File: src/rtl/line_rx_defs.svh
`ifndef LINE_RX_DEFS_SVH
`define LINE_RX_DEFS_SVH

// Register byte offsets
`define LRX_CTRL_ADDR    4'h0
`define LRX_STAT_ADDR    4'h4

// Control fields and reset value
`define LRX_CTRL_W       5
`define LRX_CTRL_RST     5'h00

// Status fields
`define LRX_STAT_MODE_LSB 0
`define LRX_STAT_OVF_BIT  2
`define LRX_STAT_LVL_LSB  4

// AXI responses
`define LRX_RESP_OKAY    2'h0
`define LRX_RESP_SLVERR  2'h2

// Rates: system clock and line bit rates, then NCO width and FIFO depth
`define LRX_CLK_HZ       64'd100000000
`define LRX_E1_BPS       64'd2048000
`define LRX_T1_BPS       64'd1544000
`define LRX_NCO_W        16
`define LRX_FIFO_DEPTH   16

`endif

File: src/rtl/line_rx_pkg.sv
package line_rx_pkg;
    // Gray coded along analog -> dual -> optical -> cmi
    typedef enum logic [1:0] {
        MODE_ANALOG  = 2'h0,
        MODE_DUAL    = 2'h1,
        MODE_OPTICAL = 2'h3,
        MODE_CMI     = 2'h2
    } rx_mode_t;

    typedef struct packed {
        logic       t1;
        logic       invert;
        logic [1:0] code;
        logic       digital;
    } ctrl_t;

    typedef struct packed {
        logic viol;
        logic neg;
        logic pos;
    } rx_sym_t;
endpackage
File: src/rtl/line_receive_digital_input.sv
// Notes on behaviour
// - With the digital mode bit clear, the receive signal comes from the analog receiver inputs.
// - Digital mode bit set with code bit 1 set selects dual-rail reception.
// - In dual-rail mode the positive rail is sampled with the internally recovered clock.
// - In dual-rail mode the negative rail is sampled with the same recovered clock.
// - In dual-rail mode a digital PLL derives the clock from the pulses, no external clock.
// - The invert bit sets input polarity; after reset the rails are active low.
// - The two-bit code select field chooses the receive line coding.
// - Digital mode bit set with code bit 1 clear selects single-rail optical reception.
// - Optical data runs at 2048 or 1544 kbit/s with a 2.048 or 1.544 MHz clock.
// - Optical NRZ data is sampled on the falling edge of the external receive clock.
// - The external receive clock is used only in digital mode with code 00.
// - With CMI code 01 a digital PLL recovers clock and data and the clock pin is ignored.
// - The invert bit also sets the polarity of the optical data input.
//
// The placing of the registers and register access over AXI4-Lite were left to the implementer.
`timescale 1ns/1ps
`include "line_rx_defs.svh"

module rx_sym_fifo #(
    parameter int WIDTH = 3,
    parameter int DEPTH = 16
) (
    input  wire logic               aclk,      // System clock
    input  wire logic               aresetn,   // Synchronous reset
    input  wire logic               in_valid,  // Write request
    output logic                    in_ready,  // Space available
    input  wire logic [WIDTH-1:0]   in_data,   // Write word
    output logic                    out_valid, // Word available
    input  wire logic               out_ready, // Read accept
    output logic [WIDTH-1:0]        out_data,  // Head word
    output logic [$clog2(DEPTH):0]  level      // Words held
);
    localparam int AW = $clog2(DEPTH);
    logic [WIDTH-1:0] mem [DEPTH];
    logic [AW-1:0]    wr_q, wr_d, rd_q, rd_d;
    logic [AW:0]      cnt_q, cnt_d;
    logic             push, pop;

    always_comb begin
        in_ready  = (cnt_q != (AW+1)'(DEPTH));
        out_valid = (cnt_q != '0);
        push      = in_valid & in_ready;
        pop       = out_valid & out_ready;
        wr_d      = push ? wr_q + 1'b1 : wr_q;
        rd_d      = pop ? rd_q + 1'b1 : rd_q;
        cnt_d     = cnt_q + (AW+1)'(push) - (AW+1)'(pop);
    end

    always_ff @(posedge aclk) begin
        if (!aresetn) begin
            wr_q  <= '0;
            rd_q  <= '0;
            cnt_q <= '0;
        end else begin
            wr_q  <= wr_d;
            rd_q  <= rd_d;
            cnt_q <= cnt_d;
        end
    end

    always_ff @(posedge aclk) begin
        if (push) begin
            mem[wr_q] <= in_data;
        end
    end

    assign out_data = mem[rd_q];
    assign level    = cnt_q;
endmodule // rx_sym_fifo

////////////////////////////////////////////////////////////////////////////////

module line_receive_digital_input (
    input  wire logic                aclk,             // 100 MHz system clock
    input  wire logic                aresetn,          // Synchronous reset, low
    input  wire logic                awvalid,          // AXI write address valid
    output logic                     awready,          // AXI write address ready
    input  wire logic [3:0]          awaddr,           // AXI write address
    input  wire logic                wvalid,           // AXI write data valid
    output logic                     wready,           // AXI write data ready
    input  wire logic [31:0]         wdata,            // AXI write data
    input  wire logic [3:0]          wstrb,            // AXI byte strobes
    output logic                     bvalid,           // AXI write response valid
    input  wire logic                bready,           // AXI write response ready
    output logic [1:0]               bresp,            // AXI write response
    input  wire logic                arvalid,          // AXI read address valid
    output logic                     arready,          // AXI read address ready
    input  wire logic [3:0]          araddr,           // AXI read address
    output logic                     rvalid,           // AXI read data valid
    input  wire logic                rready,           // AXI read data ready
    output logic [31:0]              rdata,            // AXI read data
    output logic [1:0]               rresp,            // AXI read response
    input  wire logic                rx_analog_in_a,   // Sliced analog receiver, line 1
    input  wire logic                rx_analog_in_b,   // Sliced analog receiver, line 2
    input  wire logic                rx_pos_rail,      // Dual-rail positive pulses
    input  wire logic                rx_neg_rail,      // Dual-rail negative pulses
    input  wire logic                rx_optical_data,  // Single-rail optical data
    input  wire logic                rx_optical_clock, // External optical receive clock
    output logic                     rx_sym_valid,     // Received symbol available
    input  wire logic                rx_sym_ready,     // Framer takes symbol
    output line_rx_pkg::rx_sym_t     rx_sym,           // Received symbol
    output logic [1:0]               rx_line_code,     // Code select for the decoder
    output logic                     rx_clock_out      // Sampling clock level
);
    localparam int IA = 0, IB = 1, IP = 2, IN = 3, IOD = 4, IOC = 5;
    localparam int NW = `LRX_NCO_W;
    localparam int LW = $clog2(`LRX_FIFO_DEPTH) + 1;

    function automatic line_rx_pkg::rx_mode_t mode_of(line_rx_pkg::ctrl_t c);
        if (!c.digital) begin
            return line_rx_pkg::MODE_ANALOG;
        end else if (c.code[1]) begin
            return line_rx_pkg::MODE_DUAL;
        end else if (c.code[0]) begin
            return line_rx_pkg::MODE_CMI;
        end
        return line_rx_pkg::MODE_OPTICAL;
    endfunction

    function automatic logic [NW-1:0] nco_inc(logic [63:0] bps);
        logic [63:0] v;
        v = (bps << NW) / `LRX_CLK_HZ;
        return v[NW-1:0];
    endfunction

    ////////////////////////////////////////////////////////////////////////////
    // Pin synchronisers; stage 3 only serves edge detection
    logic [5:0] s1_q, s2_q, s3_q;
    always_ff @(posedge aclk) begin
        if (!aresetn) begin
            s1_q <= '0;
            s2_q <= '0;
            s3_q <= '0;
        end else begin
            s1_q <= {rx_optical_clock, rx_optical_data, rx_neg_rail,
                     rx_pos_rail, rx_analog_in_b, rx_analog_in_a};
            s2_q <= s1_q;
            s3_q <= s2_q;
        end
    end

    ////////////////////////////////////////////////////////////////////////////
    // Line path
    line_rx_pkg::ctrl_t    ctrl_q, ctrl_d;
    line_rx_pkg::rx_mode_t mode;
    line_rx_pkg::rx_sym_t  sym, psym_q, psym_d;
    logic [NW-1:0] acc_q, acc_d, inc;
    logic p, n, d, mark, mark_q, rise, nco_tick, clk_fall, tick, emit, room;
    logic half_q, half_d, ph_q, ph_d, pend_q, pend_d, ovf_q, ovf_d, ovf_set;
    logic clk_q, clk_d, fin_ready, ovf_clr;
    logic [LW-1:0] level;

    always_comb begin
        mode = mode_of(ctrl_q);
        p = ~(s2_q[IP] ^ ctrl_q.invert);
        n = ~(s2_q[IN] ^ ctrl_q.invert);
        d = s2_q[IOD] ^ ctrl_q.invert;
        if (mode == line_rx_pkg::MODE_ANALOG) begin
            p = s2_q[IA];
            n = s2_q[IB];
        end
        mark = (mode == line_rx_pkg::MODE_CMI) ? d : (p | n);
        rise = mark & ~mark_q;
        // pulse driven recovery at line rate, at twice line rate in CMI
        inc = ctrl_q.t1 ? nco_inc(`LRX_T1_BPS) : nco_inc(`LRX_E1_BPS);
        if (mode == line_rx_pkg::MODE_CMI) begin
            inc = {inc[NW-2:0], 1'b0};
        end
        acc_d    = rise ? '0 : acc_q + inc;
        nco_tick = (acc_q[NW-1:NW-2] == 2'h0) && (acc_d[NW-1:NW-2] == 2'h1);
        // external clock only in optical NRZ
        clk_fall = s3_q[IOC] & ~s2_q[IOC];
        tick     = (mode == line_rx_pkg::MODE_OPTICAL) ? clk_fall : nco_tick;
        emit   = 1'b0;
        sym    = '0;
        half_d = half_q;
        ph_d   = ph_q;
        unique case (mode)
            line_rx_pkg::MODE_ANALOG, line_rx_pkg::MODE_DUAL: begin
                emit = tick;
                sym  = '{viol: 1'b0, neg: n, pos: p};
            end
            line_rx_pkg::MODE_OPTICAL: begin
                emit = tick;
                sym  = '{viol: 1'b0, neg: 1'b0, pos: d};
            end
            line_rx_pkg::MODE_CMI: begin
                if (tick) begin
                    half_d = d;
                    ph_d   = ~ph_q;
                    if (ph_q) begin
                        emit = 1'b1;
                        sym  = '{viol: half_q & ~d, neg: 1'b0, pos: ~(~half_q & d)};
                        ph_d = half_q & ~d;
                    end
                end
            end
        endcase
        // Line cannot stall: one held symbol, then overflow
        room    = ~pend_q | fin_ready;
        pend_d  = (emit & room) | (pend_q & ~fin_ready);
        psym_d  = (emit & room) ? sym : psym_q;
        ovf_set = emit & ~room;
        ovf_d   = ovf_set | (ovf_q & ~ovf_clr);
        clk_d   = (mode == line_rx_pkg::MODE_OPTICAL) ? s2_q[IOC] : ~acc_d[NW-1];
    end

    always_ff @(posedge aclk) begin
        if (!aresetn) begin
            acc_q  <= '0;
            mark_q <= 1'b0;
            half_q <= 1'b0;
            ph_q   <= 1'b0;
            pend_q <= 1'b0;
            psym_q <= '0;
            ovf_q  <= 1'b0;
            clk_q  <= 1'b0;
        end else begin
            acc_q  <= acc_d;
            mark_q <= mark;
            half_q <= half_d;
            ph_q   <= ph_d;
            pend_q <= pend_d;
            psym_q <= psym_d;
            ovf_q  <= ovf_d;
            clk_q  <= clk_d;
        end
    end

    rx_sym_fifo #(.WIDTH($bits(line_rx_pkg::rx_sym_t)), .DEPTH(`LRX_FIFO_DEPTH)) u_fifo (
        .aclk      (aclk),
        .aresetn   (aresetn),
        .in_valid  (pend_q),
        .in_ready  (fin_ready),
        .in_data   (psym_q),
        .out_valid (rx_sym_valid),
        .out_ready (rx_sym_ready),
        .out_data  (rx_sym),
        .level     (level)
    );
    assign rx_clock_out = clk_q;
    assign rx_line_code = ctrl_q.code;

    ////////////////////////////////////////////////////////////////////////////
    // AXI4-Lite slave
    logic aw_q, aw_d, w_q, w_d, bv_q, bv_d, rv_q, rv_d, do_wr;
    logic [3:0]  awa_q, awa_d, ws_q, ws_d;
    logic [31:0] wd_q, wd_d, rd_q, rd_d;
    logic [1:0]  br_q, br_d, rr_q, rr_d;

    always_comb begin
        awready = ~aw_q;
        wready  = ~w_q;
        arready = ~rv_q;
        aw_d = aw_q | awvalid;
        awa_d = (awvalid & ~aw_q) ? awaddr : awa_q;
        w_d  = w_q | wvalid;
        wd_d = (wvalid & ~w_q) ? wdata : wd_q;
        ws_d = (wvalid & ~w_q) ? wstrb : ws_q;
        do_wr = aw_q & w_q & ~bv_q;
        bv_d = bv_q & ~bready;
        br_d = br_q;
        ctrl_d  = ctrl_q;
        ovf_clr = 1'b0;
        if (do_wr) begin
            aw_d = 1'b0;
            w_d  = 1'b0;
            bv_d = 1'b1;
            br_d = `LRX_RESP_OKAY;
            if (awa_q == `LRX_CTRL_ADDR) begin
                if (ws_q[0]) begin
                    ctrl_d = line_rx_pkg::ctrl_t'(wd_q[`LRX_CTRL_W-1:0]);
                end
            end else if (awa_q == `LRX_STAT_ADDR) begin
                ovf_clr = ws_q[0] & wd_q[`LRX_STAT_OVF_BIT];
            end else begin
                br_d = `LRX_RESP_SLVERR;
            end
        end
        rv_d = rv_q & ~rready;
        rd_d = rd_q;
        rr_d = rr_q;
        if (arvalid & ~rv_q) begin
            rv_d = 1'b1;
            rd_d = '0;
            rr_d = `LRX_RESP_OKAY;
            if (araddr == `LRX_CTRL_ADDR) begin
                rd_d[`LRX_CTRL_W-1:0] = ctrl_q;
            end else if (araddr == `LRX_STAT_ADDR) begin
                rd_d[`LRX_STAT_MODE_LSB +: 2]   = mode;
                rd_d[`LRX_STAT_OVF_BIT]         = ovf_q;
                rd_d[`LRX_STAT_LVL_LSB +: LW]   = level;
            end else begin
                rr_d = `LRX_RESP_SLVERR;
            end
        end
    end

    always_ff @(posedge aclk) begin
        if (!aresetn) begin
            aw_q <= 1'b0;
            w_q <= 1'b0;
            bv_q <= 1'b0;
            rv_q <= 1'b0;
            awa_q <= '0;
            ws_q <= '0;
            wd_q <= '0;
            rd_q <= '0;
            br_q <= '0;
            rr_q <= '0;
            ctrl_q <= `LRX_CTRL_RST;
        end else begin
            aw_q <= aw_d;
            w_q <= w_d;
            bv_q <= bv_d;
            rv_q <= rv_d;
            awa_q <= awa_d;
            ws_q <= ws_d;
            wd_q <= wd_d;
            rd_q <= rd_d;
            br_q <= br_d;
            rr_q <= rr_d;
            ctrl_q <= ctrl_d;
        end
    end
    assign bvalid = bv_q;
    assign bresp  = br_q;
    assign rvalid = rv_q;
    assign rdata  = rd_q;
    assign rresp  = rr_q;
endmodule // line_receive_digital_input

File: config.mk
export PLATFORM = sky130hd
export DESIGN_NAME = line_receive_digital_input
export DESIGN_NICKNAME = d
export VERILOG_FILES = /design/src/rtl/line_rx_pkg.sv /design/src/rtl/line_receive_digital_input.sv
export VERILOG_INCLUDE_DIRS = /design/src /design/src/rtl
export SDC_FILE = /design/constraint.sdc
export NUM_CORES = 1
export LEC_CHECK = 0
export BUFFER_PORTS_ARGS = -buffer_cell sky130_fd_sc_hd__buf_2
export CAP_MARGIN = 15
export CORE_MARGIN = 2
export CORE_UTILIZATION = 30
export CTS_BUF_LIST = sky130_fd_sc_hd__clkbuf_4
export CTS_CLUSTER_SIZE = 16
export DETAILED_ROUTE_END_ITERATION = 7
export GPL_TIMING_DRIVEN = 0
export PLACE_DENSITY = 0.6
export REMOVE_ABC_BUFFERS = 1
export SYNTH_ARGS = -nofsm -noshare
export SYNTH_HDL_FRONTEND = slang
export SYNTH_SLANG_ARGS = --single-unit
File: constraint.sdc
create_clock -name aclk -period 3.9 [get_ports aclk]
set_clock_uncertainty 0.15 [all_clocks]
set_input_delay 0.585 -clock aclk [delete_from_list [all_inputs] [get_ports aclk]]
set_output_delay 0.585 -clock aclk [all_outputs]
set_load 0.02 [all_outputs]
==> impl_metrics.json, run 1 <==
{
  "rows": 51,
  "clk-insertion-delay-late_ns": 0.51,
  "htree_levels": 4,
  "path_class": "flop to flop",
  "drc_errors": 0,
  "fin_nets": 679,
  "post-route-util": 0.3432,
  "p_total_mw": 3.230,
  "hold_viol": 0,
  "ys.flop_type": "dfxtp_1",
  "cts_resized": 0,
  "wire_per_inst_um": 12.51,
  "crit_chain": "nand3b_1, ha_1, ha_1, fa_1, a21o_1, a22o_1, a211o_1, a31oi_1, a41o_1, mux2i_1",
  "ctsHoldBuffers": 0,
  "hold_class": "primary input to flop",
  "synth_area_um2": 6026,
  "final_cell_mix": "dfxtp_1, nor2_1, buf_2",
  "io_buffers": 50,
  "coreArea_um2": 19590,
  "rrSetupSlack_ns": 0.22,
  "p_seq_frac": 0.501,
  "dieArea_um2": 21240,
  "ios": 106,
  "finalCritPeriodShare": 0.9443,
  "seq_area_um2": 3143,
  "worstMarginPinSlew_ns": 0.8182,
  "start_util": 0.3076,
  "max_slew_margin": 0.4538,
  "fin_cells": 873,
  "critical_path.max_fanout": 9,
  "multi_input_area_um2": 2603,
  "hpwl_um": 7777,
  "power_density_nw_per_um2": 480.3,
  "place_congestion": 0.7753,
  "synthTopCellsByArea": "dfxtp_1, edfxtp_1, mux4_2",
  "setup_tns_ns": 0,
  "cpMaxStageDelayCell": "dfxtp_1",
  "met3_usage": 0.03072,
  "num_vias": 3849,
  "status": "finished, final reports clean",
  "syn_inst": 548,
  "synth.largest_area_cell": "dfxtp_1",
  "final_area_um2": 6724,
  "cts_tree": "done",
  "layout_commonest_cell": "dfxtp_1",
  "numCtsBuffers": 17,
  "yosys_warnings": 0,
  "place_area_um2": 6410,
  "path_clk_slew_ns": 0.12,
  "drive_gt1_frac": 0.1746,
  "fp.dieW_um": 145.7,
  "track_usage": 0.1072,
  "cts_setup_buffers": 0,
  "clockPowerShare": 0.304,
  "syn_avg_cell_area_um2": 11.00,
  "drt-initial-drc-count": 207,
  "fmax_mhz": 271.5,
  "firstDrtPassIters": 4,
  "vdd_drop_max_uv": 182.5,
  "synth_top_area_frac": 0.2824,
  "ys_seq_area_frac": 0.5216,
  "wirelength_um": 10920,
  "synth-edff-count": 48,
  "top_usage_layer": "met2",
  "drv_slew": 0,
  "p_leak_nw": 2.614,
  "cp_data_arrival_time_ns": 3.96,
  "die_h_um": 145.7,
  "pwr-share-comb": 0.196,
  "cp.required_ns": 4.18,
  "grt_pass1_vias": 3714,
  "placed_cells": 840,
  "cts_max_path_buffers": 2,
  "grt_use_met2": 0.1771,
  "async_flop_share": 0,
  "p_int_mw": 2.280,
  "finalCriticalPeriod_ns": 3.683,
  "cp_common_cell": "ha_1",
  "p_switching_mw": 0.9492,
  "vias_per_cell": 4.409,
  "maxCapViolations": 0,
  "ys_types": 59,
  "areaGrowthSynthToFinish_pct": 11.59,
  "gr-total-overflow": 0,
  "antenna_left": 0,
  "grt_setup_unrepaired": "false",
  "p_sw_frac": 0.2939,
  "grt_util_met1": 0.1315,
  "cp_slowest_stage_delay_ns": 0.58,
  "setup_viol_count_final": 0,
  "cts_sinks": 133,
  "root_buffer": "clkbuf_4",
  "crit_path_start_kind": "flop",
  "grt_pass1_wl_um": 18240,
  "antenna_found_initial": 1,
  "grt_max_degree": 48,
  "fillers": 2001,
  "synth_seq_cells": 133,
  "cp-end-kind": "flop"
}
-- worst max-delay path: cells and delay by family (launching register included) --
family / cells / cell delay, ns
DFF: 1 / 0.58
AOI/OAI and AO/OA: 5 / 1.37
muxes: 1 / 0.19
adders and majority gates: 3 / 0.94
and+or+nand+nor: 1 / 0.37
-- cell families after synthesis --
kind of cell,share of synthesized area
and+or+nand+nor,0.1553
DFF,0.5216
AOI/OAI and AO/OA,0.07579
buffers and inverters,0.06146
muxes,0.09448
adders and majority gates,0.05856
xor gates and xnor gates,0.03219
other,0.0006223
-- cell usage after synthesis (all sizes together) (3+ instances only) --
cell / instances
dfxtp: 85
nor2: 77
edfxtp: 48
buf: 32
nand2: 30
ha: 25
a21oi: 23
inv: 22
mux2i: 22
and2: 18
nor3: 18
clkbuf: 15
mux4: 15
xnor2: 11
o21ai: 10
nand3: 9
xor2: 9
nand2b: 7
a21o: 6
nand4: 6
nor2b: 5
o21a: 5
a211oi: 4
a31oi: 4
and3: 4
nand3b: 3
nor4: 3
-- sequential cells by signal, indices dropped and copies added (netlist names), 2 cells and up, named ones only --
name,cells
u_fifo.mem,48
acc_q,16
rdata,9
s1_q,6
s2_q,6
u_fifo.level,5
wd_q,5
awa_q,4
u_fifo.rd_q,4
u_fifo.wr_q,4
ctrl_q,3
psym_q,3
rx_line_code,2
-- stage by stage --
stage	setup slack, ns	hold WS (ns)
3_5_place_dp	0.2373	0.2748
3_3_place_gp	0.2106	0.2723
5_1_grt	0.01431	0.05102
4_1_cts	0.1806	0.04634
2_1_floorplan	0.7555	0.2618
6_report	0.2173	0.1040
-- layout make-up --
class                      instances  share of cell area
sequential                       133              0.4674
clock buffer                      18             0.02010
tap                              265             0.04931
antenna                            1           0.0003722
multi-input combinational        370              0.3870
clock inverter                    14             0.02624
timing repair buffer              50             0.03722
inverter                          22             0.01228
-- layer usage --
layer  part of all wire  wire, µm
met2               0.49      5375
met4              0.011       121
met1               0.46      5015
met3              0.037       408
met5                  0         0
-- path summary, 6_finish.rpt --
path / from / endpoint / cells after the start
worst max-delay path: rx_line_code[0]$_SDFFE_PN0P_ / psym_q[2]$_SDFFE_PN0P_ / 10
worst min-delay path: rready / rvalid$_SDFF_PN0_ / 2
worst max register to register: rx_line_code[0]$_SDFFE_PN0P_ / psym_q[2]$_SDFFE_PN0P_ / 10
worst min register to register: s1_q[5]$_SDFF_PN0_ / s2_q[5]$_SDFF_PN0_ / 1
-- power by group through the flow --
| stage | clock, mW | combinational [mW] | sequential [mW] |
|---|---|---|---|
| after floorplan | 0 | 0.514 | 1.62 |
| after detailed placement | 0 | 0.637 | 1.65 |
| after global placement | 0 | 0.631 | 1.65 |
| after CTS | 1.02 | 0.639 | 1.62 |
| final | 0.981 | 0.631 | 1.62 |
| after global routing | 1.08 | 0.715 | 1.64 |
(Power assumes the default switching activity.)
==> run 2: changes to the inputs <==
CORE_UTILIZATION = 40   (was 30)
PLACE_DENSITY = 0.72   (was 0.6)
SLEW_MARGIN = 20   (was default)
==> run 2 against run 1 <==
Net effect: hold slack worse by 0.035 ns; final area is 1.2% lower; register-to-register slack better by 0.07 ns; global-route usage is 3.4 points higher; non-clock buffer count stayed put; core utilization is 11 points higher; largest cell class unchanged; highest routed layer unchanged.
==> impl_metrics.json, run 2 (same netlist as run 1, synthesis figures left out) <==
{
  "status": "finished, final reports clean",
  "maxCapViolations": 0,
  "placed_cells": 759,
  "crit_path_start_kind": "flop",
  "grt_pass1_wl_um": 18280,
  "max_slew_margin": 0.4506,
  "fin_cells": 792,
  "min_to": "rvalid$_SDFF_PN0_",
  "final_cell_mix": "dfxtp_1, nor2_1, buf_2",
  "dieArea_um2": 16060,
  "whs_path_depth": 2,
  "antenna_left": 0,
  "post-route-util": 0.4536,
  "ios": 106,
  "setup_viol_count_final": 0,
  "layout_commonest_cell": "dfxtp_1",
  "grt_max_degree": 48,
  "cp_data_arrival_time_ns": 3.92,
  "worstHoldStart": "rready",
  "finalCritPeriodShare": 0.9257,
  "cp_slowest_stage_delay_ns": 0.54,
  "hpwl_um": 7789,
  "hold_viol": 0,
  "cp-end-kind": "flop",
  "root_buffer": "clkbuf_4",
  "path_clk_slew_ns": 0.12,
  "p_leak_nw": 2.626,
  "largest_reg_flops": 48,
  "cp.required_ns": 4.21,
  "finalCriticalPeriod_ns": 3.610,
  "reg2reg_to": "psym_q[2]$_SDFFE_PN0P_",
  "htree_levels": 4,
  "cts_max_path_buffers": 2,
  "rr_startpoint": "rx_line_code[0]$_SDFFE_PN0P_",
  "firstDrtPassIters": 4,
  "areaGrowthSynthToFinish_pct": 10.24,
  "num_vias": 3988,
  "vias_per_cell": 5.035,
  "fin_nets": 679,
  "setup_tns_ns": 0,
  "cp_top_family": "compound AO/OA/AOI/OAI gates",
  "fmax_mhz": 277.0,
  "hold_class": "primary input to flop",
  "path_class": "flop to flop",
  "wirelength_um": 10960,
  "regMostFlops": "u_fifo.mem",
  "drc_errors": 0,
  "cts_sinks": 133,
  "io_buffers": 50,
  "cpMaxStageDelayCell": "dfxtp_1",
  "cts_tree": "done",
  "cts_setup_buffers": 0,
  "worstMarginPinSlew_ns": 0.8241,
  "track_usage": 0.1411,
  "fillers": 1361,
  "cts_resized": 0,
  "coreArea_um2": 14640,
  "vdd_drop_max_uv": 297.3,
  "rrSetupSlack_ns": 0.29,
  "grt_setup_unrepaired": "false",
  "cp_common_cell": "ha_1",
  "grt_pass1_vias": 3848,
  "crit_chain": "nand3b_1, ha_1, ha_1, fa_1, a21o_1, a22o_1, a211o_1, a31oi_1, a41o_1, mux2i_1",
  "critical_path.max_fanout": 9,
  "power_density_nw_per_um2": 496.5,
  "drv_slew": 0,
  "numCtsBuffers": 17,
  "die_h_um": 126.7,
  "fp.dieW_um": 126.7,
  "crit_buf_inv": 0,
  "place_congestion": 0.7836,
  "ff2ff_path_depth": 10,
  "cp_num_cells": 10,
  "start_util": 0.4115,
  "drt-initial-drc-count": 296,
  "hold_slack_ns": 0.06899,
  "gr-total-overflow": 0,
  "ctsHoldBuffers": 0,
  "antenna_found_initial": 0,
  "wire_per_inst_um": 13.84,
  "drive_gt1_frac": 0.1730,
  "rows": 44,
  "clk-insertion-delay-late_ns": 0.54
}
## run 2: cell types whose count changed in the layout (fill, tap and decap cells not counted), sizes merged
| cell | previous run | this run |
|---|---|---|
| bufinv | 3 | 4 |
| clkinv | 4 | 6 |
| clkinvlp | 3 | 2 |
| inv | 26 | 25 |
| clkbuf | 18 | 17 |
## run 2: where the power goes
part | leakage [nW] | switching, mW | internal [mW]
Clock | 0.172 | 0.518 | 0.515
Sequential | 1.15 | 0.105 | 1.51
Combinational | 1.30 | 0.339 | 0.311
Total | 2.63 | 0.961 | 2.34
## run 2: how the worst max path moves through the flow
stage | startpoint | endpoint | slack, ns
global route | rx_line_code[0]$_SDFFE_PN0P_ | psym_q[1]$_SDFFE_PN0P_ | 0.004
floorplan | rx_line_code[0]$_SDFFE_PN0P_ | psym_q[0]$_SDFFE_PN0P_ | 0.76
CTS | rx_line_code[0]$_SDFFE_PN0P_ | psym_q[2]$_SDFFE_PN0P_ | 0.27
finish | rx_line_code[0]$_SDFFE_PN0P_ | psym_q[2]$_SDFFE_PN0P_ | 0.29
global placement | rx_line_code[0]$_SDFFE_PN0P_ | psym_q[2]$_SDFFE_PN0P_ | 0.37
detailed placement | rx_line_code[0]$_SDFFE_PN0P_ | psym_q[2]$_SDFFE_PN0P_ | 0.31
## run 2: layer usage
layer	wire [µm]	vias to the layer above	share of wire	GRT usage
met5	0	-	0	0
met3	586	16	0.053	0.04007
met1	4915	1896	0.45	0.1819
met4	120	0	0.011	0.04008
met2	5341	101	0.49	0.2334
li1	-	1975	-	-
## run 2: worst register-to-register path: stages (launching register included)
cell and delay (ns):
dfxtp_1 0.54, nand3b_1 0.37, ha_1 0.32, ha_1 0.23, fa_1 0.41, a21o_1 0.22, a22o_1 0.24, a211o_1 0.32
a31oi_1 0.29, a41o_1 0.24, mux2i_1 0.21
## run 2: final cells by class
cell class,instances,area (µm²),area share
sequential,133,3143,0.4732
inverter,22,82.58,0.01243
multi-input combinational,370,2603,0.3918
clock buffer,17,127.6,0.01921
clock inverter,15,203.9,0.03070
timing repair buffer,50,250.2,0.03767
antenna,1,2.502,0.0003767
tap,184,230.2,0.03466
## run 2: per-stage QoR
stage / area (µm²) / total power [mW] / setup slack, ns
CTS: 6640 / 3.323 / 0.2731
detailed placement: 6309 / 2.295 / 0.3125
global route: 6640 / 3.471 / 0.003689
floorplan: 5828 / 2.139 / 0.7555
global placement: 6309 / 2.269 / 0.3684
finish: 6643 / 3.298 / 0.2899
